## config.mk

```make
export PLATFORM = sky130hd
export DESIGN_NAME = classd_protection_sequencer
export DESIGN_NICKNAME = d
export VERILOG_FILES = /design/src/rtl/classd_seq_pkg.sv /design/src/rtl/sync_bank.sv /design/src/rtl/classd_protection_sequencer.sv
export SDC_FILE = /design/constraint.sdc
export NUM_CORES = 1
export LEC_CHECK = 0
export ABC_CLOCK_PERIOD_IN_PS = 3900
export BUFFER_PORTS_ARGS = -buffer_cell sky130_fd_sc_hd__buf_2
export CAP_MARGIN = 10
export CELL_PAD_IN_SITES_DETAIL_PLACEMENT = 2
export CELL_PAD_IN_SITES_GLOBAL_PLACEMENT = 2
export CORE_MARGIN = 5
export CORE_UTILIZATION = 25
export DETAILED_ROUTE_END_ITERATION = 12
export PLACE_DENSITY = 0.68
export SLEW_MARGIN = 20
export SYNTH_ARGS = -nofsm -noshare
export SYNTH_HDL_FRONTEND = slang
export SYNTH_SLANG_ARGS = --single-unit
export TNS_END_PERCENT = 10
```

## constraint.sdc

```tcl
create_clock -name pclk -period 3.9 [get_ports pclk]
set_input_delay 0.39 -clock pclk [delete_from_list [all_inputs] [get_ports pclk]]
set_output_delay 0.39 -clock pclk [all_outputs]
set_load 0.01 [all_outputs]
```

## src/rtl/classd_seq_pkg.sv

```systemverilog
// Package with constants, types and states of the class-D protection sequencer.
// Behaviour
// - Outputs stay Hi-Z until supplies are good.
// - Reset low enables weak output pulldowns.
// - Ramps last 100 ms plus 1 ms/nF.
// - Output PWM follows input PWM during ramps.
// - Fault: Hi-Z power stage, fault output low.
// - Non-latching faults recover by themselves.
// - Channel faults switch off groups by mode.
// - Bootstrap undervoltage turns off one high side.
// - Pin-short check runs only at logic power-up.
// - Found short holds Hi-Z until removed.
// - Check tests ground then output supply.
// - Check time scales with filter capacitance.
// - Check holds fault low, ignores reset.
// - No recheck on reset; skipped single-ended.
// - Thermal warning output low when hot.
// - Thermal shutdown latches, Hi-Z, fault low.
// - Thermal latch clears only on reset.
// - Reset low forces fault output high.
// - Fault and warning are active-low open-drain.
package classd_seq_pkg;

  // Clock rate and the millisecond tick.
  localparam int unsigned CLK_HZ  = 20_000_000;
  localparam int unsigned TICK_MS = 1;

  // Ramp base time and pin-short step time per microfarad of filter.
  localparam int unsigned RAMP_BASE_MS    = 100;
  localparam int unsigned STEP_MS_PER_UF  = 7;

  // Register byte offsets.
  localparam logic [7:0] OFS_CTRL   = 8'h00;
  localparam logic [7:0] OFS_STATUS = 8'h04;

  // Control register fields and reset values.
  localparam int unsigned CTRL_MODE_LSB = 0;
  localparam int unsigned CTRL_CAP_LSB  = 8;
  localparam int unsigned CTRL_RAMP_LSB = 16;
  localparam logic [2:0]  MODE_RST      = 3'h1;
  localparam logic [7:0]  CAP_UF_RST    = 8'h01;
  localparam logic [15:0] RAMP_NF_RST   = 16'h0064;

  // Output configuration codes.
  localparam logic [2:0] MODE_PARALLEL = 3'h3;
  localparam logic [2:0] MODE_SINGLE   = 3'h5;

  // Status register field positions.
  localparam int unsigned ST_STATE_LSB = 0;
  localparam int unsigned ST_DONE_BIT  = 4;
  localparam int unsigned ST_TRIP_BIT  = 5;
  localparam int unsigned ST_OVL_LSB   = 6;
  localparam int unsigned ST_UV_BIT    = 10;
  localparam int unsigned ST_WARN_BIT  = 11;

  // Sequencer states.
  typedef enum logic [3:0] {
    st_supply_wait,
    st_short_gnd,
    st_short_sup,
    st_idle,
    st_ramp_up,
    st_run,
    st_ramp_down
  } seq_state_t;

  // Pin-level inputs, all asynchronous to pclk.
  typedef struct packed {
    logic       gate_drive_ok;
    logic       logic_ok;
    logic       output_supply_ok;
    logic       amp_reset_n;
    logic       temp_hot;
    logic       temp_trip;
    logic [3:0] overload;
    logic [3:0] bootstrap_uv;
    logic [3:0] short_gnd;
    logic [3:0] short_sup;
    logic [3:0] pwm_in;
  } pin_in_t;

  // Drives toward the four half-bridges.
  typedef struct packed {
    logic [3:0] hi_z;
    logic [3:0] high_side_en;
    logic [3:0] pulldown_en;
    logic [3:0] pwm_out;
  } bridge_out_t;

endpackage

```

## src/rtl/sync_bank.sv

```systemverilog
// Two-flop synchroniser bank for asynchronous pin inputs.
`timescale 1ns/1ps
module sync_bank #(
  parameter int W = 1
) (
  // Clock and reset.
  input  wire logic         pclk,
  input  wire logic         presetn,
  // Asynchronous inputs and synchronised outputs.
  input  wire logic [W-1:0] async_in,
  output logic      [W-1:0] sync_out
);

  logic [W-1:0] meta;

  // First stage feeds only the second; nothing else reads it.
  always_ff @(posedge pclk or negedge presetn) begin
    if (!presetn) begin
      meta     <= '0;
      sync_out <= '0;
    end else begin
      meta     <= async_in;
      sync_out <= meta;
    end
  end

endmodule // sync_bank

```

## src/rtl/classd_protection_sequencer.sv

```systemverilog
// Power-up, ramp, pin-short check and fault sequencer for a four half-bridge stage.
//
// Implementation choices: register access over APB and the register offsets.
`timescale 1ns/1ps
module classd_protection_sequencer #(
  parameter int unsigned MS_CYCLES = classd_seq_pkg::CLK_HZ / 1000 * classd_seq_pkg::TICK_MS
) (
  // Clock and reset.
  input  wire logic                         pclk,
  input  wire logic                         presetn,
  // APB slave.
  input  wire logic [7:0]                   paddr,
  input  wire logic                         psel,
  input  wire logic                         penable,
  input  wire logic                         pwrite,
  input  wire logic [31:0]                  pwdata,
  output logic      [31:0]                  prdata,
  output logic                              pready,
  output logic                              pslverr,
  // Pins from supplies, sensors, reset and modulator.
  input  wire classd_seq_pkg::pin_in_t      pins,
  // Half-bridge drives.
  output classd_seq_pkg::bridge_out_t       bridge,
  output logic      [16:0]                  ramp_ms,
  // Open-drain active-low fault and thermal warning.
  output logic                              fault_n_o,
  output logic                              fault_n_oe,
  output logic                              temp_warn_n_o,
  output logic                              temp_warn_n_oe
);

  classd_seq_pkg::pin_in_t    pin_s;
  classd_seq_pkg::seq_state_t state;
  classd_seq_pkg::seq_state_t next_state;

  logic [2:0]  mode;
  logic [7:0]  cap_uf;
  logic [15:0] ramp_nf;
  logic        check_done;
  logic        thermal_shutdown;
  logic [3:0]  overload_latch;
  logic [14:0] tick_cnt;
  logic [16:0] ms_count;
  logic        tick;
  logic        undervoltage;
  logic        rst_s;
  logic        single_ended;
  logic        parallel;
  logic        checking;
  logic [16:0] ramp_target;
  logic [16:0] step_target;
  logic        ramp_done;
  logic        step_done;
  logic [3:0]  group_off;
  logic [3:0]  next_hi_z;
  logic        wr_en;
  logic        rd_en;
  logic        addr_ok;

  // All pin inputs pass two flops before any logic reads them.
  sync_bank #(
    .W($bits(classd_seq_pkg::pin_in_t))
  ) u_sync (
    .pclk    (pclk),
    .presetn (presetn),
    .async_in(pins),
    .sync_out(pin_s)
  );

  // Channel-to-group mapping: pairs in bridged and single-ended, all in parallel.
  function automatic logic [3:0] group_mask(input logic [3:0] flt, input logic par);
    logic [3:0] m;
    m = '0;
    if (par) begin
      m = {4{|flt}};
    end else begin
      m = {{2{|flt[3:2]}}, {2{|flt[1:0]}}};
    end
    return m;
  endfunction

  // Decoded conditions used across the sequencer.
  assign undervoltage = !(pin_s.gate_drive_ok && pin_s.logic_ok && pin_s.output_supply_ok);
  assign rst_s        = pin_s.amp_reset_n;
  assign single_ended = (mode == classd_seq_pkg::MODE_SINGLE);
  assign parallel     = (mode == classd_seq_pkg::MODE_PARALLEL);
  assign checking     = (state == classd_seq_pkg::st_short_gnd) || (state == classd_seq_pkg::st_short_sup);
  assign ramp_target  = 17'(classd_seq_pkg::RAMP_BASE_MS) + {1'b0, ramp_nf};
  assign step_target  = 17'(classd_seq_pkg::STEP_MS_PER_UF * 32'(cap_uf));
  assign ramp_done    = ms_count >= ramp_target;
  assign step_done    = ms_count >= step_target;
  assign group_off    = group_mask(overload_latch, parallel);
  assign tick         = (tick_cnt == 15'(MS_CYCLES - 1));

  // APB decode; the slave never inserts wait states.
  assign wr_en   = psel && penable && pwrite;
  assign rd_en   = psel && !pwrite;
  assign addr_ok = (paddr == classd_seq_pkg::OFS_CTRL) || (paddr == classd_seq_pkg::OFS_STATUS);
  assign pready  = 1'b1;
  assign pslverr = psel && penable && !addr_ok;

  // Control register: mode, filter capacitance in uF, ramp capacitance in nF.
  always_ff @(posedge pclk or negedge presetn) begin
    if (!presetn) begin
      mode    <= classd_seq_pkg::MODE_RST;
      cap_uf  <= classd_seq_pkg::CAP_UF_RST;
      ramp_nf <= classd_seq_pkg::RAMP_NF_RST;
    end else if (wr_en && paddr == classd_seq_pkg::OFS_CTRL) begin
      mode    <= pwdata[classd_seq_pkg::CTRL_MODE_LSB +: 3];
      cap_uf  <= pwdata[classd_seq_pkg::CTRL_CAP_LSB +: 8];
      ramp_nf <= pwdata[classd_seq_pkg::CTRL_RAMP_LSB +: 16];
    end
  end

  // Read data is registered in the setup cycle so it is stable in the access phase.
  always_ff @(posedge pclk or negedge presetn) begin
    if (!presetn) begin
      prdata <= '0;
    end else if (rd_en && !penable) begin
      prdata <= '0;
      if (paddr == classd_seq_pkg::OFS_CTRL) begin
        prdata <= {ramp_nf, cap_uf, 5'h00, mode};
      end else if (paddr == classd_seq_pkg::OFS_STATUS) begin
        prdata[classd_seq_pkg::ST_STATE_LSB +: 4] <= state;
        prdata[classd_seq_pkg::ST_DONE_BIT]       <= check_done;
        prdata[classd_seq_pkg::ST_TRIP_BIT]       <= thermal_shutdown;
        prdata[classd_seq_pkg::ST_OVL_LSB +: 4]   <= overload_latch;
        prdata[classd_seq_pkg::ST_UV_BIT]         <= undervoltage;
        prdata[classd_seq_pkg::ST_WARN_BIT]       <= pin_s.temp_hot;
      end
    end
  end

  // Millisecond tick and a per-state elapsed count that restarts on every state change.
  always_ff @(posedge pclk or negedge presetn) begin
    if (!presetn) begin
      tick_cnt <= '0;
      ms_count <= '0;
    end else if (next_state != state) begin
      tick_cnt <= '0;
      ms_count <= '0;
    end else begin
      tick_cnt <= tick ? 15'h0000 : tick_cnt + 15'h0001;
      if (tick && ms_count != 17'h1ffff) begin
        ms_count <= ms_count + 17'h00001;
      end
    end
  end

  // Sequencer transitions; undervoltage overrides everything and is self clearing.
  always_comb begin
    next_state = state;
    unique case (state)
      classd_seq_pkg::st_supply_wait: begin
        if (!undervoltage) begin
          next_state = (!check_done && !single_ended) ? classd_seq_pkg::st_short_gnd
                                                      : classd_seq_pkg::st_idle;
        end
      end
      classd_seq_pkg::st_short_gnd: begin
        if (step_done && !(|pin_s.short_gnd)) begin
          next_state = classd_seq_pkg::st_short_sup;
        end
      end
      classd_seq_pkg::st_short_sup: begin
        if (step_done && !(|pin_s.short_sup)) begin
          next_state = classd_seq_pkg::st_idle;
        end
      end
      classd_seq_pkg::st_idle: begin
        if (rst_s && !thermal_shutdown) begin
          next_state = classd_seq_pkg::st_ramp_up;
        end
      end
      classd_seq_pkg::st_ramp_up: begin
        if (!rst_s) begin
          next_state = classd_seq_pkg::st_ramp_down;
        end else if (ramp_done) begin
          next_state = classd_seq_pkg::st_run;
        end
      end
      classd_seq_pkg::st_run: begin
        if (!rst_s) begin
          next_state = classd_seq_pkg::st_ramp_down;
        end
      end
      classd_seq_pkg::st_ramp_down: begin
        if (ramp_done) begin
          next_state = classd_seq_pkg::st_idle;
        end
      end
      default: next_state = classd_seq_pkg::st_supply_wait;
    endcase
    // A thermal trip drops the stage straight to idle; it needs a reset to leave.
    if (thermal_shutdown && !checking && state != classd_seq_pkg::st_supply_wait) begin
      next_state = classd_seq_pkg::st_idle;
    end
    if (undervoltage) begin
      next_state = classd_seq_pkg::st_supply_wait;
    end
  end

  // State register.
  always_ff @(posedge pclk or negedge presetn) begin
    if (!presetn) begin
      state <= classd_seq_pkg::st_supply_wait;
    end else begin
      state <= next_state;
    end
  end

  // The check is owed only once per logic-supply power-up; a pin reset never re-arms it.
  always_ff @(posedge pclk or negedge presetn) begin
    if (!presetn) begin
      check_done <= 1'b0;
    end else if (!pin_s.logic_ok) begin
      check_done <= 1'b0;
    end else if (state == classd_seq_pkg::st_short_sup && next_state == classd_seq_pkg::st_idle) begin
      check_done <= 1'b1;
    end
  end

  // Thermal and overload latches; a trip in the reset cycle wins over the clear.
  always_ff @(posedge pclk or negedge presetn) begin
    if (!presetn) begin
      thermal_shutdown <= 1'b0;
      overload_latch   <= '0;
    end else begin
      if (pin_s.temp_trip) begin
        thermal_shutdown <= 1'b1;
      end else if (!rst_s && !checking) begin
        thermal_shutdown <= 1'b0;
      end
      if (state == classd_seq_pkg::st_run || state == classd_seq_pkg::st_ramp_up) begin
        overload_latch <= overload_latch | pin_s.overload;
      end else if (!rst_s && !checking) begin
        overload_latch <= '0;
      end
    end
  end

  // Any half-bridge is Hi-Z unless ramping or running with no fault on its group.
  always_comb begin
    next_hi_z = 4'hf;
    if (!undervoltage && !thermal_shutdown &&
        (state == classd_seq_pkg::st_ramp_up || state == classd_seq_pkg::st_run ||
         state == classd_seq_pkg::st_ramp_down)) begin
      next_hi_z = group_off;
    end
  end

  // Bridge drives are registered; PWM follows the input while switching.
  always_ff @(posedge pclk or negedge presetn) begin
    if (!presetn) begin
      bridge  <= '{hi_z: 4'hf, high_side_en: 4'h0, pulldown_en: 4'h0, pwm_out: 4'h0};
      ramp_ms <= '0;
    end else begin
      bridge.hi_z         <= next_hi_z;
      bridge.high_side_en <= ~next_hi_z & ~pin_s.bootstrap_uv;
      bridge.pulldown_en  <= (!rst_s && !checking) ? next_hi_z : 4'h0;
      bridge.pwm_out      <= pin_s.pwm_in & ~next_hi_z;
      ramp_ms             <= (state == classd_seq_pkg::st_ramp_up ||
                              state == classd_seq_pkg::st_ramp_down) ? ms_count : 17'h00000;
    end
  end

  // Open-drain pins only ever pull low; the board pullup supplies the high level.
  assign fault_n_o     = 1'b0;
  assign temp_warn_n_o = 1'b0;

  // Fault reporting: check forces low, reset low forces high, else any fault pulls low.
  always_ff @(posedge pclk or negedge presetn) begin
    if (!presetn) begin
      fault_n_oe     <= 1'b0;
      temp_warn_n_oe <= 1'b0;
    end else begin
      if (checking) begin
        fault_n_oe <= 1'b1;
      end else if (!rst_s) begin
        fault_n_oe <= 1'b0;
      end else begin
        fault_n_oe <= undervoltage || thermal_shutdown || (|overload_latch);
      end
      temp_warn_n_oe <= pin_s.temp_hot;
    end
  end

  // Undervoltage drives every bridge Hi-Z within two cycles.
  property p_uv_hiz;
    @(posedge pclk) disable iff (!presetn) undervoltage |-> ##[1:2] (bridge.hi_z == 4'hf);
  endproperty
  a_uv_hiz: assert property (p_uv_hiz) else $error("bridges not Hi-Z under undervoltage");

  property p_pulldown;
    @(posedge pclk) disable iff (!presetn)
      (state == classd_seq_pkg::st_idle && !rst_s) |=> (bridge.pulldown_en == 4'hf);
  endproperty
  a_pulldown: assert property (p_pulldown) else $error("pulldown missing while reset low");

  property p_ramp_len;
    @(posedge pclk) disable iff (!presetn)
      $rose(state == classd_seq_pkg::st_run) |->
        (ramp_ms == 17'(classd_seq_pkg::RAMP_BASE_MS) + {1'b0, ramp_nf});
  endproperty
  a_ramp_len: assert property (p_ramp_len) else $error("ramp ended early");

  property p_trip_hiz;
    @(posedge pclk) disable iff (!presetn)
      (thermal_shutdown && rst_s) |=> (bridge.hi_z == 4'hf) && fault_n_oe;
  endproperty
  a_trip_hiz: assert property (p_trip_hiz) else $error("thermal shutdown not reported");

  property p_group;
    @(posedge pclk) disable iff (!presetn)
      (overload_latch[0] && !parallel) |=> (bridge.hi_z[1:0] == 2'b11);
  endproperty
  a_group: assert property (p_group) else $error("group A+B not switched off");

  property p_boot;
    @(posedge pclk) disable iff (!presetn) pin_s.bootstrap_uv[0] |=> !bridge.high_side_en[0];
  endproperty
  a_boot: assert property (p_boot) else $error("high side on with bootstrap undervoltage");

  property p_check_entry;
    @(posedge pclk) disable iff (!presetn)
      $rose(state == classd_seq_pkg::st_short_gnd) |-> !single_ended && !check_done &&
        ($past(state) == classd_seq_pkg::st_supply_wait);
  endproperty
  a_check_entry: assert property (p_check_entry) else $error("pin-short check started wrongly");

  property p_short_hold;
    @(posedge pclk) disable iff (!presetn)
      (state == classd_seq_pkg::st_short_sup && (|pin_s.short_sup) && !undervoltage)
        |=> state == classd_seq_pkg::st_short_sup;
  endproperty
  a_short_hold: assert property (p_short_hold) else $error("check passed with short present");

  property p_check_fault;
    @(posedge pclk) disable iff (!presetn) checking |=> fault_n_oe;
  endproperty
  a_check_fault: assert property (p_check_fault) else $error("fault released during check");

  property p_reset_fault;
    @(posedge pclk) disable iff (!presetn) (!rst_s && !checking) |=> !fault_n_oe;
  endproperty
  a_reset_fault: assert property (p_reset_fault) else $error("fault low while reset held");

  property p_warn;
    @(posedge pclk) disable iff (!presetn) pin_s.temp_hot |=> temp_warn_n_oe;
  endproperty
  a_warn: assert property (p_warn) else $error("thermal warning not driven");

  // Main scenarios reached.
  c_run: cover property (@(posedge pclk) disable iff (!presetn) state == classd_seq_pkg::st_run);
  c_short: cover property (@(posedge pclk) disable iff (!presetn)
    state == classd_seq_pkg::st_short_gnd && (|pin_s.short_gnd));
  c_trip: cover property (@(posedge pclk) disable iff (!presetn) $rose(thermal_shutdown));
  c_down: cover property (@(posedge pclk) disable iff (!presetn)
    $fell(state == classd_seq_pkg::st_ramp_down));

endmodule // classd_protection_sequencer

```

* After elaboration in Yosys (flattened, before gate mapping) *
Index checks and enable logic that the tools add are counted.

word-level totals
  bits in registers = 188
  output and inout bits = 71
  word-level logic and storage cells = 122

cells by class
  magnitude comparators = 2
  bitwise operators = 5
  add/sub/neg operators = 3
  reductions and logical operators = 48
  equal/unequal tests = 14
  muxes and demuxes = 30
  multipliers = 1

operators by type and width
  cell                                                 count
  2-to-1 mux 4 bit                                     14
  2-to-1 mux 17 bit                                    3
  2-to-1 mux 15 bit                                    2
  case mux 4 bit (7 select lines)                      1
  2-to-1 mux 12 bit                                    2
  2-to-1 mux 20 bit                                    1
  logical AND 1 bit                                    19
  adder 17 x 1 -> 17 bit, second input constant        1
  adder 7 x 16 -> 17 bit, first input constant         1
  greater-or-equal comparator 17 x 11 -> 1 bit         1
  greater-or-equal comparator 17 bit                   1
  inequality test 17 bit, second input constant        1
  adder 15 x 1 -> 15 bit, second input constant        1
  equality test 15 bit, second input constant          1
  equality test 4 x 2 -> 1 bit, second input constant  3
  equality test 4 x 3 -> 1 bit, second input constant  3
  OR reduction 4 bit                                   3
  logical NOT 1 bit                                    11
  multiplier 3 x 8 -> 11 bit, first input constant     1
  AND 4 bit                                            2
  equality test 8 x 3 -> 1 bit, second input constant  1
  logical NOT 8 bit                                    1
  inverter 4 bit                                       2
  logical OR 1 bit                                     7
  other kinds (12)                                     20

* Depth between registers and ports, before layout *
  depth in word-level cells = 11
  gate-level depth with buffers = 17
  gate-level depth less buffers = 16

* Cells and area by module *
A second synthesis with hierarchy kept.

unflattened totals
  cells, all modules = 695
  area, all modules = 8234.1 µm²

by module, submodules not included
  module                       cells each  area an instance (µm²)  times used  seq. area each (µm²)
  classd_protection_sequencer  643         6932.9                  1           3311.9
  sync_bank                    52          1301.2                  1           1301.2

* Least setup slack after synthesis *
OpenSTA, ideal clock, no wires.

  path type = flip-flop to flip-flop
  start = reg cap_uf[0]
  end = reg tick_cnt[3]
  required time = 3.762 ns
  slack = -0.249 ns
  period minus slack after synthesis = 4.149 ns
  stages on the path, launching flop included = 18
  library setup time = 0.138 ns
  arrival = 4.011 ns
  path through = dfstp_2 fa_1 ha_1 fa_1 a21o_1 a21oi_1 o21bai_1 a21oi_1 nor2_1 a211oi_1 ha_1 nand4bb_4 a2111oi_4 o21a_4 o211ai_4 a311oi_4 buf_8 nor4b_2

between the ends
  cells in the longest elaborated chain, start to end = 9
  elaborated cells between the ends (all ways) = 11

ends and longest elaborated chain
  element                                         line                                                                    RTL
  start: declaration                              classd_protection_sequencer.sv:37                                       logic [7:0] cap_uf;
  start signal: assignment                        classd_protection_sequencer.sv:106                                      cap_uf <= classd_seq_pkg::CAP_UF_RST;
  start signal: assignment                        classd_protection_sequencer.sv:110                                      cap_uf <= pwdata[classd_seq_pkg::CTRL_CAP_LSB +: 8];
  multiplier 3 x 8 -> 11 bit *                    classd_protection_sequencer.sv:89                                       assign step_target = 17'(classd_seq_pkg::STEP_MS_PER_UF * 32'(cap_uf));
  greater-or-equal comparator 17 x 11 -> 1 bit *  classd_protection_sequencer.sv:91                                       assign step_done = ms_count >= step_target;
  logical AND 1 bit (on tied branches)            classd_protection_sequencer.sv:166, classd_protection_sequencer.sv:161
  2-to-1 mux 4 bit (on tied branches)             classd_protection_sequencer.sv:166, classd_protection_sequencer.sv:161
  case mux 4 bit (7 select lines) *               classd_protection_sequencer.sv:153                                      unique case (state)
  2-to-1 mux 4 bit *                              classd_protection_sequencer.sv:195                                      if (thermal_shutdown && !checking && state != classd_seq_pkg::st_supply_wait) begin
  2-to-1 mux 4 bit *                              classd_protection_sequencer.sv:198                                      if (undervoltage) begin
  inequality test 4 bit *                         classd_protection_sequencer.sv:139                                      end else if (next_state != state) begin
  2-to-1 mux 15 bit *                             classd_protection_sequencer.sv:139
  end signal: assignment                          classd_protection_sequencer.sv:143                                      tick_cnt <= tick ? 15'h0000 : tick_cnt + 15'h0001;
  end: declaration                                classd_protection_sequencer.sv:42                                       logic [14:0] tick_cnt;

Mark *: on every way between the ends. The rest lies on a longest branch, timed or not.
A chain may end at the register's enable or synchronous reset.

* Final worst setup path *
  start = reg cap_uf[0]
  end = reg tick_cnt[4]

The elaborated chain is that of the path after synthesis.

==> summary.md <==
| Metric | Value |
|---|---|
| Status | finished, violations left |
| Failing checks | setup timing |
| Port Buf Inserts | 133 |
| Worst-path clk slew | 0.08 ns |
| Clk root buf | clkbuf_16 |
| CTS Buf Count | 17 |
| Reg power frac | 49.7% |
| Clock Skew | 0.0126 ns |
| Largest net degree at the start of global routing | 105 |
| Via count | 6063 |
| WL final | 25100 um |
| Met3 WL | 847 um |
| Tightest Pin Transition | 0.966 ns |
| CTS Hold Bufs | 0 |
| VDD IR max | 0.295 mV |
| Final slew viol count | 0 |
| Post-route cell area | 10600 um2 |
| Power Density | 373 nW/um2 |
| Cell Int Power | 2.95 mW |
| Met1 WL | 11100 um |
| Fmax | 237 MHz |
| Starting Density | 25.3% |
| Main flop type after synthesis | dfrtp_1 |
| Initial antenna violation count | 0 |
| Commonest non-fill, non-tap cell in the layout | dfrtp_1 |
| Sw frac | 25.7% |
| Reg-to-Reg End | tick_cnt[4] |
| Final Setup Violations | 34 |
| RSZ-0062 raised after global routing | yes |
| Share of cells above drive strength 1 | 32.6% |
| Worst r2r src | cap_uf[0] |
| WL met2 | 12800 um |
| Die height | 194 um |
| GP Congestion | 0.763 |
| Worst Setup End Kind | flip-flop |
| DR vias/cell | 4.60 |
| Area delta synth->final | 25.1% |
| Antenna Diode Count | 0 |
| Gate Count Post-Synth | 706 |
| CP arrival | 4.57 ns |
| Commonest non-fill, non-tap cells in the layout | 176 x dfrtp_1, 132 x buf_2, 45 x nand2_1 |
| 1st-iter DRT viols | 262 |
| DR pass1 iterations | 5 |
| Grt ovf | 0 |
| MaxCap Viol Count | 0 |
| Detailed Place HPWL | 17500 um |
| Crit path required time | 4.25 ns |
| DIE AREA | 37800 um2 |
| Tot GR Track Use | 13.4% |
| Hold Path Class | in2async |
| Core region area | 33500 um2 |
| Chip width | 194 um |
| DRC Markers | 0 |
| Post-route ant nets | 0 |
| Clock power frac | 44.2% |
| DP Area | 9790 um2 |
| FF-to-FF path depth | 18 |
| Yosys warns | 0 |
| First-pass GRT wire length | 39800 um |
| Highest routed layer | met4 |
| Final period utilization | 108% |
| Synthesis-stage register bit count | 184 |
| Ports | 142 |
| Vias in the first global route | 6931 |
| Maximum level of the CTS H-tree | 4 |
| # fillers | 3598 |
| Final min period | 4.22 ns |
| CTS sink cnt | 184 |
| CP max FO | 8 |
| Pleak | 4.97 nW |
| Clock Tree Buf Depth | 2 |
| Slack of the critical path | -0.319 ns |
| Register area share after synthesis | 54.3% |
| Post-synth EDFFs | 0 |
| Max-slew headroom | 35.0% |
| Clk_lat worst skew | 0.45 ns |
| CTS tree | built |
| Post-place setup slack | -0.359 ns |
| Avg Cell Area, Syn | 12.0 um2 |
| Reg2reg setup slack | -0.32 ns |
| Switching power | 1.02 mW |
| Power share of the combinational group | 6.1% |
| Nets@finish | 979 |
| Setup CP Type | reg2reg |
| Row count | 67 |
| Post-synthesis async set-or-reset flop share | 100% |
| Crit path launch type | flip-flop |
| Mapped cell area | 8500 um2 |
| Final hold vios | 0 |
| Wirelength per Cell | 19.0 um |
| Netlist cell types | 67 |
[worst max path at each step]
stage,start,endpoint,cells after the start
2_1_floorplan,cap_uf[0],tick_cnt[3],17
3_3_place_gp,cap_uf[0],tick_cnt[14],17
3_5_place_dp,cap_uf[0],tick_cnt[0],17
4_1_cts,cap_uf[3],ms_count[5],17
5_1_grt,cap_uf[0],tick_cnt[1],18
6_report,cap_uf[0],tick_cnt[4],18
[Yosys cell counts, types with 2 or more instances]
library cell / count / area, um2
a21o_1: 6 / 45.0
a21oi_1: 18 / 90.1
a221oi_1: 2 / 17.5
a22o_1: 30 / 263
and2_1: 4 / 25.0
and3_1: 25 / 156
and3_2: 2 / 15.0
and4_1: 3 / 26.3
buf_2: 8 / 40.0
buf_4: 9 / 67.6
buf_6: 6 / 67.6
clkbuf_1: 13 / 48.8
conb_1: 2 / 7.51
dfrtp_1: 177 / 4430
dfstp_2: 7 / 184
fa_1: 8 / 160
ha_1: 42 / 526
inv_1: 19 / 71.3
mux2_2: 23 / 259
mux2i_1: 8 / 80.1
nand2_1: 45 / 169
nand2b_1: 6 / 37.5
nand3_1: 23 / 115
nand3b_1: 3 / 22.5
nand4_1: 7 / 43.8
nor2_1: 46 / 173
nor2b_1: 3 / 18.8
nor3_1: 18 / 90.1
nor3b_1: 2 / 15.0
nor4_1: 29 / 181
nor4_2: 4 / 50.1
nor4b_1: 3 / 26.3
nor4b_2: 6 / 90.1
o21a_1: 2 / 15.0
o21ai_0: 13 / 65.1
o21bai_1: 2 / 15.0
o31ai_1: 7 / 52.6
xnor2_1: 27 / 236
xor2_1: 20 / 175
[state kept, by name, indices dropped and copies added, names as in the netlist]
signal            count
prdata               32
u_sync.meta          26
u_sync.sync_out      26
ms_count             17
ramp_ms              17
ramp_nf              16
tick_cnt             15
bridge               12
cap_uf                8
overload_latch        4
state                 4
mode                  3
check_done            1
fault_n_oe            1
temp_warn_n_oe        1
thermal_shutdown      1
[stage by stage]
step	total power [mW]	utilization [%]	std cells	setup TNS [ns]	hold slack (ns)
after floorplan	2.11	-	708	-0.712	0.0944
after global placement	2.23	29.2	1279	-6.40	0.334
after detailed placement	2.24	29.2	1279	-11.28	0.336
after CTS	4.03	31.2	1314	-10.29	0.0136
after global routing	4.14	31.7	1319	-15.54	0.0129
final	3.97	31.7	1319	-8.77	0.0356
[critical path, cell delays in order (launching register included)]
cell,delay (ns)
dfstp_2,0.55
fa_1,0.40
ha_2,0.20
fa_2,0.34
a21o_1,0.18
a21oi_2,0.16
o21bai_1,0.10
a21oi_2,0.20
nor2_2,0.07
a211oi_2,0.15
ha_1,0.31
nand2_1,0.08
nand4_1,0.12
a41o_1,0.28
o211ai_4,0.21
a311oi_4,0.13
buf_12,0.17
clkbuf_16,0.17
nor4_2,0.28
[power groups by stage]
stage / combinational, mW / sequential (mW) / clock (mW)
after detailed placement: 0.228 / 2.01 / 0
after floorplan: 0.111 / 2.00 / 0
after CTS: 0.238 / 1.97 / 1.82
after global placement: 0.220 / 2.01 / 0
final: 0.241 / 1.97 / 1.76
after global routing: 0.270 / 1.98 / 1.89
[metal layers]
metal	vias up	track usage (%)
li1	2814	-
met2	97	23.4
met4	0	3.75
met1	3130	16.6
met3	22	3.01
met5	-	0
[cell families after synthesis]
family	count (synthesis)	share of synthesized area, %
and+or+nand+nor	239	16.0
adders and majority gates	50	8.07
muxes	31	3.99
DFF	184	54.3
buffers and inverters	57	3.69
xor gates and xnor gates	47	4.84
AOI/OAI and AO/OA	96	9.08
other	2	0.0884
[repair_timing]
action | in CTS | in global routing
gates resized for setup | 5 | 21
endpoints found under the setup margin | 34 | 34
setup buffers | 2 | 4
gates cloned | 1 | 1
pin swaps | 6 | 4
[cell type report]
cell class	count	area (um2)	area share (%)
tap	448	561	5.27
clock inverter	14	154	1.45
inverter	19	71.3	0.671
clock buffer	18	429	4.04
sequential	184	4610	43.4
multi-input combinational	467	3750	35.3
timing repair buffer	169	1050	9.90
Note: power is estimated with default switching activity, not from simulation.
